## src/hdl/config_decode_consts.vh

```
`ifndef CONFIG_DECODE_CONSTS_VH
`define CONFIG_DECODE_CONSTS_VH
// register byte addresses
`define ADDR_CFG_ZERO 12'h000
`define ADDR_CFG_ONE 12'h004
`define ADDR_STATUS 12'h008
`define ADDR_CONTROL 12'h00c
// byte zero fields
`define B0_RSVD_HI 7
`define B0_RSVD_LO 4
`define B0_SEC_HI 3
`define B0_SEC_LO 2
`define B0_RDP 1
`define B0_WLOCK 0
// byte one fields
`define B1_PLL_FACTOR 7
`define B1_PLL_BYPASS 6
`define B1_RSVD 5
`define B1_CLK_SRC 4
`define B1_BOD_HI 3
`define B1_BOD_LO 2
`define B1_WDG_ACT 1
`define B1_WDG_HALT 0
// erased (default) option byte values
`define CFG_ZERO_RESET 8'hfc
`define CFG_ONE_RESET 8'hef
// control register bits
`define CTL_WR_ZERO 0
`define CTL_WR_ONE 1
`define CTL_ERASE 2
`define CTL_WATCHDOG_ACTIVATION_SEL_EN 3
`define CTL_HALT_ENTRY 4
// sector zero size codes (0.5k, 1k, 1.5k)
`define SEC_SIZE_HALF 2'h0
`define SEC_SIZE_ONE 2'h1
`define SEC_SIZE_ONE_HALF 2'h2
// brown-out decodes
`define BOD_OFF 2'h3
`define BOD_HIGH 2'h2
`define BOD_MED 2'h1
`define BOD_LOW 2'h0
`define ERASED_BYTE 8'hff
`define ERASE_CYCLES 8'h10
`endif

```

## src/hdl/option_byte_config_decode.v

```verilog
// The register offsets and the APB slave port were decided locally.
`include "config_decode_consts.vh"
`default_nettype none
// How it works
// option bytes change only in programming mode
// programmer keeps byte zero upper bits one
// sector size: 00 half, 01 one, 1x
// readout protect blocks extraction and writes
// erase under readout protect wipes memory first
// write lock refuses erase and program forever
// byte one bit7 picks PLL x4/x8
// byte one bit6 one bypasses the PLL
// byte one bit4 one turns RC off
// programmer keeps byte one bit5 one
// programmer writes only valid clock combinations
// brown-out field decodes off/high/medium/low
// watchdog activation zero means always running
// halt reset when bit set and watchdog active
// unprogrammed parts show internal RC source
// blank program memory reads all ones
// customer code leaves factory trim untouched
// decoded settings latched at reset, held; the code still lets a control write set watchdog_active_out after reset
module option_byte_config_decode (
   // clock and reset
   input wire clk_in,
   input wire rst_in,
   // programming mode pin (asynchronous)
   input wire prog_mode_in,
   // apb slave
   input wire psel_in,
   input wire penable_in,
   input wire pwrite_in,
   input wire [11:0] paddr_in,
   input wire [31:0] pwdata_in,
   output reg [31:0] prdata_out,
   output reg pready_out,
   output reg pslverr_out,
   // decoded configuration
   output reg [1:0] sector_zero_size_sel_out,
   output reg readout_protect_out,
   output reg program_memory_write_lock_out,
   output reg pll_factor_sel_out,
   output reg pll_bypass_out,
   output reg rc_osc_off_out,
   output reg brownout_detector_en_out,
   output reg [1:0] brownout_threshold_sel_out,
   output reg watchdog_active_out,
   output reg halt_reset_out,
   // program memory guards
   output reg extract_block_out,
   output reg mem_write_block_out,
   output reg mem_erase_all_out,
   output reg mem_blank_out
);
   localparam ST_IDLE = 3'b001;
   localparam ST_WIPE = 3'b010;
   localparam ST_DONE = 3'b100;

   reg [2:0] prog_sync_reg;
   reg prog_mode_reg;
   reg [7:0] config_byte_zero_reg;
   reg [7:0] config_byte_one_reg;
   reg [7:0] shadow_zero_reg;
   reg [7:0] shadow_one_reg;
   reg [2:0] state_reg;
   reg [7:0] wipe_cnt_reg;
   reg refused_reg;
   reg watchdog_activation_sel_en_reg;
   reg blank_reg;
   reg first_reg;

   wire apb_access;
   wire apb_write;
   wire addr_ok;
   assign apb_access = psel_in & penable_in & ~pready_out;
   assign apb_write = apb_access & pwrite_in;
   assign addr_ok = (paddr_in == `ADDR_CFG_ZERO) | (paddr_in == `ADDR_CFG_ONE) |
                    (paddr_in == `ADDR_STATUS) | (paddr_in == `ADDR_CONTROL);

   wire wr_zero;
   wire wr_one;
   wire erase_req;
   wire locked;
   // writes to the option bytes only land in programming mode
   assign wr_zero = apb_write & prog_mode_reg & (paddr_in == `ADDR_CONTROL) &
                    pwdata_in[`CTL_WR_ZERO];
   assign wr_one = apb_write & prog_mode_reg & (paddr_in == `ADDR_CONTROL) &
                   pwdata_in[`CTL_WR_ONE];
   assign erase_req = apb_write & prog_mode_reg & (paddr_in == `ADDR_CONTROL) &
                      pwdata_in[`CTL_ERASE] & (state_reg == ST_IDLE);
   assign locked = config_byte_zero_reg[`B0_WLOCK];

   // staging data: control write carries both bytes in [15:8] / [23:16]
   always @(posedge clk_in) begin
      if (rst_in) begin
         prog_sync_reg <= 3'h0;
         prog_mode_reg <= 1'b0;
      end else begin
         prog_sync_reg <= {prog_sync_reg[1:0], prog_mode_in};
         if (prog_sync_reg[1] == prog_sync_reg[2])
            prog_mode_reg <= prog_sync_reg[2];
      end
   end

   // option byte storage is non-volatile, so it is not cleared by reset
   always @(posedge clk_in) begin
      if (first_reg) begin
         config_byte_zero_reg <= `CFG_ZERO_RESET;
         config_byte_one_reg <= `CFG_ONE_RESET;
      end else if (state_reg == ST_DONE) begin
         config_byte_zero_reg <= `CFG_ZERO_RESET;
         config_byte_one_reg <= `CFG_ONE_RESET;
      end else if (!locked) begin
         if (wr_zero)
            config_byte_zero_reg <= pwdata_in[15:8];
         if (wr_one)
            config_byte_one_reg <= pwdata_in[23:16];
      end
   end

   // first_reg marks power-on: storage seeded once, then survives resets
   always @(posedge clk_in) begin
      if (rst_in & first_reg)
         first_reg <= 1'b1;
      else
         first_reg <= 1'b0;
   end
   initial first_reg = 1'b1;

   // erase sequence
   always @(posedge clk_in) begin
      if (rst_in) begin
         state_reg <= ST_IDLE;
         wipe_cnt_reg <= 8'h00;
         mem_erase_all_out <= 1'b0;
         refused_reg <= 1'b0;
      end else begin
         mem_erase_all_out <= 1'b0;
         case (state_reg)
            ST_IDLE: begin
               if (erase_req) begin
                  if (locked) begin
                     refused_reg <= 1'b1;
                  end else begin
                     // protected parts wipe the array before unlocking
                     state_reg <= ST_WIPE;
                     wipe_cnt_reg <= `ERASE_CYCLES;
                  end
               end else if (apb_write & prog_mode_reg & locked &
                            (paddr_in == `ADDR_CONTROL) &
                            (pwdata_in[`CTL_WR_ZERO] | pwdata_in[`CTL_WR_ONE])) begin
                  refused_reg <= 1'b1;
               end
            end
            ST_WIPE: begin
               mem_erase_all_out <= 1'b1;
               wipe_cnt_reg <= wipe_cnt_reg - 8'h01;
               if (wipe_cnt_reg == 8'h01)
                  state_reg <= ST_DONE;
            end
            ST_DONE: begin
               state_reg <= ST_IDLE;
            end
            default: state_reg <= ST_IDLE;
         endcase
      end
   end

   // blank tracking: erased memory reads as ff until programmed
   always @(posedge clk_in) begin
      if (first_reg)
         blank_reg <= 1'b1;
      else if (state_reg == ST_DONE)
         blank_reg <= 1'b1;
      else if (apb_write & prog_mode_reg & ~locked & ~config_byte_zero_reg[`B0_RDP] &
               (paddr_in == `ADDR_CONTROL) & pwdata_in[`CTL_WR_ZERO])
         blank_reg <= 1'b0;
   end

   // option bytes sampled at reset and then frozen; the watchdog select bit is still set by a control write
   always @(posedge clk_in) begin
      if (rst_in) begin
         shadow_zero_reg <= config_byte_zero_reg;
         shadow_one_reg <= config_byte_one_reg;
         watchdog_activation_sel_en_reg <= 1'b0;
      end else if (apb_write & (paddr_in == `ADDR_CONTROL) &
                   pwdata_in[`CTL_WATCHDOG_ACTIVATION_SEL_EN]) begin
         watchdog_activation_sel_en_reg <= 1'b1;
      end
   end

   // decoded outputs, registered
   always @(posedge clk_in) begin
      if (rst_in) begin
         sector_zero_size_sel_out <= `SEC_SIZE_HALF;
         readout_protect_out <= 1'b0;
         program_memory_write_lock_out <= 1'b0;
         pll_factor_sel_out <= 1'b0;
         pll_bypass_out <= 1'b0;
         rc_osc_off_out <= 1'b0;
         brownout_detector_en_out <= 1'b0;
         brownout_threshold_sel_out <= `BOD_LOW;
         watchdog_active_out <= 1'b0;
         halt_reset_out <= 1'b0;
         extract_block_out <= 1'b0;
         mem_write_block_out <= 1'b0;
         mem_blank_out <= 1'b0;
      end else begin
         if (shadow_zero_reg[`B0_SEC_HI])
            sector_zero_size_sel_out <= `SEC_SIZE_ONE_HALF;
         else if (shadow_zero_reg[`B0_SEC_LO])
            sector_zero_size_sel_out <= `SEC_SIZE_ONE;
         else
            sector_zero_size_sel_out <= `SEC_SIZE_HALF;
         readout_protect_out <= shadow_zero_reg[`B0_RDP];
         program_memory_write_lock_out <= shadow_zero_reg[`B0_WLOCK];
         extract_block_out <= shadow_zero_reg[`B0_RDP];
         mem_write_block_out <= shadow_zero_reg[`B0_RDP] |
                                shadow_zero_reg[`B0_WLOCK];
         pll_factor_sel_out <= shadow_one_reg[`B1_PLL_FACTOR];
         pll_bypass_out <= shadow_one_reg[`B1_PLL_BYPASS];
         rc_osc_off_out <= shadow_one_reg[`B1_CLK_SRC];
         brownout_threshold_sel_out <= shadow_one_reg[`B1_BOD_HI:`B1_BOD_LO];
         brownout_detector_en_out <=
            (shadow_one_reg[`B1_BOD_HI:`B1_BOD_LO] != `BOD_OFF);
         watchdog_active_out <= ~shadow_one_reg[`B1_WDG_ACT] | watchdog_activation_sel_en_reg;
         // a halt entry resets only while the watchdog is running
         halt_reset_out <= shadow_one_reg[`B1_WDG_HALT] & watchdog_active_out &
                           apb_write & (paddr_in == `ADDR_CONTROL) &
                           pwdata_in[`CTL_HALT_ENTRY];
         mem_blank_out <= blank_reg;
      end
   end

   // apb slave: one wait state per access, pready for one cycle
   always @(posedge clk_in) begin
      if (rst_in) begin
         pready_out <= 1'b0;
         pslverr_out <= 1'b0;
         prdata_out <= 32'h00000000;
      end else begin
         pready_out <= apb_access;
         pslverr_out <= apb_access & ~addr_ok;
         prdata_out <= 32'h00000000;
         if (apb_access & ~pwrite_in) begin
            case (paddr_in)
               // option bytes are visible only in programming mode
               `ADDR_CFG_ZERO:
                  prdata_out <= {24'h000000,
                                 prog_mode_reg ? config_byte_zero_reg : 8'h00};
               `ADDR_CFG_ONE:
                  prdata_out <= {24'h000000,
                                 prog_mode_reg ? config_byte_one_reg : 8'h00};
               `ADDR_STATUS:
                  prdata_out <= {24'h000000, 1'b0, blank_reg, refused_reg, watchdog_activation_sel_en_reg,
                                 prog_mode_reg, state_reg[1], shadow_zero_reg[`B0_RDP],
                                 shadow_zero_reg[`B0_WLOCK]};
               default: prdata_out <= 32'h00000000;
            endcase
         end
      end
   end
endmodule
`default_nettype wire

```

## config.mk

```make
export PLATFORM = sky130hd
export DESIGN_NAME = option_byte_config_decode
export DESIGN_NICKNAME = d
export VERILOG_FILES = /design/src/hdl/option_byte_config_decode.v
export VERILOG_INCLUDE_DIRS = /design/src /design/src/hdl
export SDC_FILE = /design/constraint.sdc
export NUM_CORES = 1
export LEC_CHECK = 0
export BUFFER_PORTS_ARGS = -buffer_cell sky130_fd_sc_hd__buf_2
export CORE_MARGIN = 3
export CORE_UTILIZATION = 45
export DETAILED_ROUTE_END_ITERATION = 7
export HOLD_SLACK_MARGIN = 0.06
export PLACE_DENSITY = 0.73
export RECOVER_POWER = 100
export SYNTH_ARGS = -nofsm -noshare
export SYNTH_HDL_FRONTEND = slang
export SYNTH_SLANG_ARGS = --single-unit
```

## constraint.sdc

```tcl
create_clock -name clk_in -period 3.74 [get_ports clk_in]
set_clock_uncertainty 0.1 [all_clocks]
set_input_delay 0.935 -clock clk_in [delete_from_list [all_inputs] [get_ports clk_in]]
set_output_delay 0.935 -clock clk_in [all_outputs]
set_load 0.005 [all_outputs]
```

==> results summary <==
The area of placed instances came out at 0.003196 mm^2. The tree is rooted in a sky130_fd_sc_hd__clkbuf_8. The CTS tree is built.

The proportion of register bits with asynchronous set or reset after synthesis came out at 0%. The number of antenna diodes in the final layout is 0. In the post-synthesis netlist, the biggest area contributors are sky130_fd_sc_hd__dfxtp_1 (41%), sky130_fd_sc_hd__edfxtp_1 (11%), sky130_fd_sc_hd__buf_4 (6.4%). The leakage power came out at 1.364 nW.

The relative slew slack is 1.511%. In the synthesized netlist, the number of instances is 288. STA classifies the critical path startpoint as an input pin. The mapped cell area came out at 0.002927 mm^2. The commonest cells after synthesis are sky130_fd_sc_hd__dfxtp_1 (60), sky130_fd_sc_hd__buf_4 (25), sky130_fd_sc_hd__a21oi_1 (21). In this run the mean area of a mapped cell was 10.16 um^2. The maximum number of pins on one net before global-route repair is 33.

The floorplan step defined a die boundary enclosing 0.007507 mm^2. The worst-case IR drop observed on VDD is 0.0002996 V. Of the synthesized area, sequential elements account for 52.33%.

After detailed routing, the number of remaining DRC violations is 0. The path class of the tightest hold or removal check is reg2reg. The via total after detailed routing came out at 2207.

The number of enable flip-flop cells after synthesis came out at 11. The remaining number of nets flagged by the antenna check after routing came out at 0. 100 I/O pins were placed. The count of non-filler cells in the finished layout is 428. The remaining global-route overflow came out at 0. The routed wire length is 6132 um. The library cell occupying the most area in the post-synthesis netlist is sky130_fd_sc_hd__dfxtp_1. The power consumption came out at 1.501 mW. The total setup buffers inserted after CTS came out at 0. Synthesis instantiated 47 different standard cells from the library. The final routed wire length divided by cell count came out at 14.33 um. Hold repair after CTS inserted 0 buffers. The most frequently used flop master after synthesis is sky130_fd_sc_hd__dfxtp_1. The required time reported for the critical path endpoint is 3.88 ns. The global placement routability congestion came out at 0.7772. The Yosys step of the flow raised 0 warnings. The critical path endpoint category is a flop.

The final number of setup-violating endpoints is 0. The max capacitance violation total came out at 0. Of the post-synthesis cell area, the dominant cell type holds 41.04%. Setup repair after global routing left no endpoint under its margin. The per-cell via count in the routed design is 5.157. The flow ran to the end, and the final reports show no timing, DRC or antenna violations. The fraction of met3 tracks used by global routing came out at 5.133%. The later pin in the worst-skew pair is clocked with a latency of 0.35 ns.

The final count of hold timing violations is 0. The number of placed instances, taps included, is 412. The post-route worst setup slack is 0.9650 ns. The actual transition at the worst max-transition pin is 1.477 ns. The initial antenna violation count came to 0. Global routing consumed, on the met1 layer, 22.02% of the routing resources. The synthesis-stage register bit count came out at 71.

At the worst endpoint, the arrival time is 2.91 ns. The violation count after the first detailed-route iteration is 126. The H-tree depth came out at 3. The initial core utilization came out at 48.01%. The core box area is 0.006096 mm^2.

The total iterations of the first detailed-routing run came out at 4. The cell area after layout is 0.003346 mm^2. The cell with the most instances after synthesis is sky130_fd_sc_hd__dfxtp_1. The half-perimeter wire length of the detailed placement result came out at 4324 um.

The final critical path takes up 74.20% of the cycle. After routing, the total negative slack on setup checks comes to 0 ns. The worst setup slack before clock tree synthesis came out at 1.011 ns.

The peak clock frequency supported by timing came out at 360.4 MHz. The first-pass GRT wire length came out at 9473 um. The clock passes through at most 2 buffers.

The final-report max-slew violation count came out at 0. The critical setup path kind is in2reg. Gates resized during post-CTS repair numbered 0. During placement, the flow inserted port buffers numbering 64. The number of global-route vias before repair is 1951. In this run the vertical extent of the chip is 86.65 um. The maximum fanout count along the critical path came out at 32. The power density over the cells came out at 448.6 mW/mm^2. Of the cells placed in the final design, the portion with a size suffix greater than 1 is 21.25%. Clock tree synthesis inserted a total of 9 buffers. The count of nets after finishing came out at 400. Global routing used 16.57% of the available tracks across all layers. The cell row count came out at 28. The hold slack came out at 0.3340 ns. The final core utilization is 54.89%.

The count of fill cells added during filler insertion is 567. The minimum period implied by the final worst setup slack came out at 2.775 ns. The horizontal die dimension is 86.65 um. The number of sinks on the clock net came out at 71. The post-synthesis to final-layout area growth is 14.32%. The busiest layer in global routing is met2.

The clock edge transition at the registers on the reported setup and hold paths came out at 0.08 ns. The global routing met2 resource utilization came out at 24.34%.
[final timing paths]
kind	from	endpoint	slack, ns	depth (start not counted)
hold / removal	shadow_one_reg[1]	watchdog_active_out	0.33	1
setup / recovery	rst_in	wipe_cnt_reg[1]	0.97	4
hold reg to reg	shadow_one_reg[1]	watchdog_active_out	0.33	1
setup reg to reg	pready_out	wipe_cnt_reg[4]	1.76	4
[critical path: stages]
cell and delay [ns]:
sky130_fd_sc_hd__clkbuf_1 0.46, sky130_fd_sc_hd__clkbuf_1 1.14, sky130_fd_sc_hd__nor3_1 0.11, sky130_fd_sc_hd__a41o_1 0.27
[layer usage]
metal / routed length [um] / share of wire [%]
met4: 95 / 1.5
met5: 0 / 0
met2: 2793 / 46
met1: 2775 / 45
met3: 469 / 7.6
[logic make-up (layout without fill, tap and decap cells)]
family	after synthesis	after routing	share of synthesized area, %
muxes	7	7	2.394
buffers and inverters	47	89	9.448
AOI/OAI and AO/OA	65	65	15.18
other	1	24	0.1281
and+or+nand+nor	95	95	19.67
DFF	71	71	52.33
adders and majority gates	2	2	0.8549
[layout by cell type (no fill, tap or decap), types with 11 or more instances in the layout]
master / n
sky130_fd_sc_hd__a21oi_1: 21
sky130_fd_sc_hd__buf_2: 55
sky130_fd_sc_hd__nor2b_1: 15
sky130_fd_sc_hd__dfxtp_1: 60
sky130_fd_sc_hd__clkbuf_1: 11
sky130_fd_sc_hd__nor2_1: 14
sky130_fd_sc_hd__edfxtp_1: 11
sky130_fd_sc_hd__nor3_1: 19
sky130_fd_sc_hd__o21bai_1: 13
sky130_fd_sc_hd__conb_1: 24
[layout make-up]
type / instances / area [um^2] / share of cell area (%)
inverter: 6 / 22.52 / 0.6731
tap: 75 / 93.84 / 2.805
sequential: 71 / 1531 / 45.77
multi-input combinational: 193 / 1169 / 34.93
clock buffer: 10 / 137.6 / 4.114
timing repair buffer: 67 / 324.1 / 9.686
clock inverter: 6 / 67.56 / 2.019
[power by group]
part           leakage, nW  switching (mW)  internal [mW]
clock               0.0993           0.297          0.329
sequential           0.601         0.00906          0.796
combinational        0.664          0.0383         0.0315
Note: power is estimated with default switching activity, not from simulation.
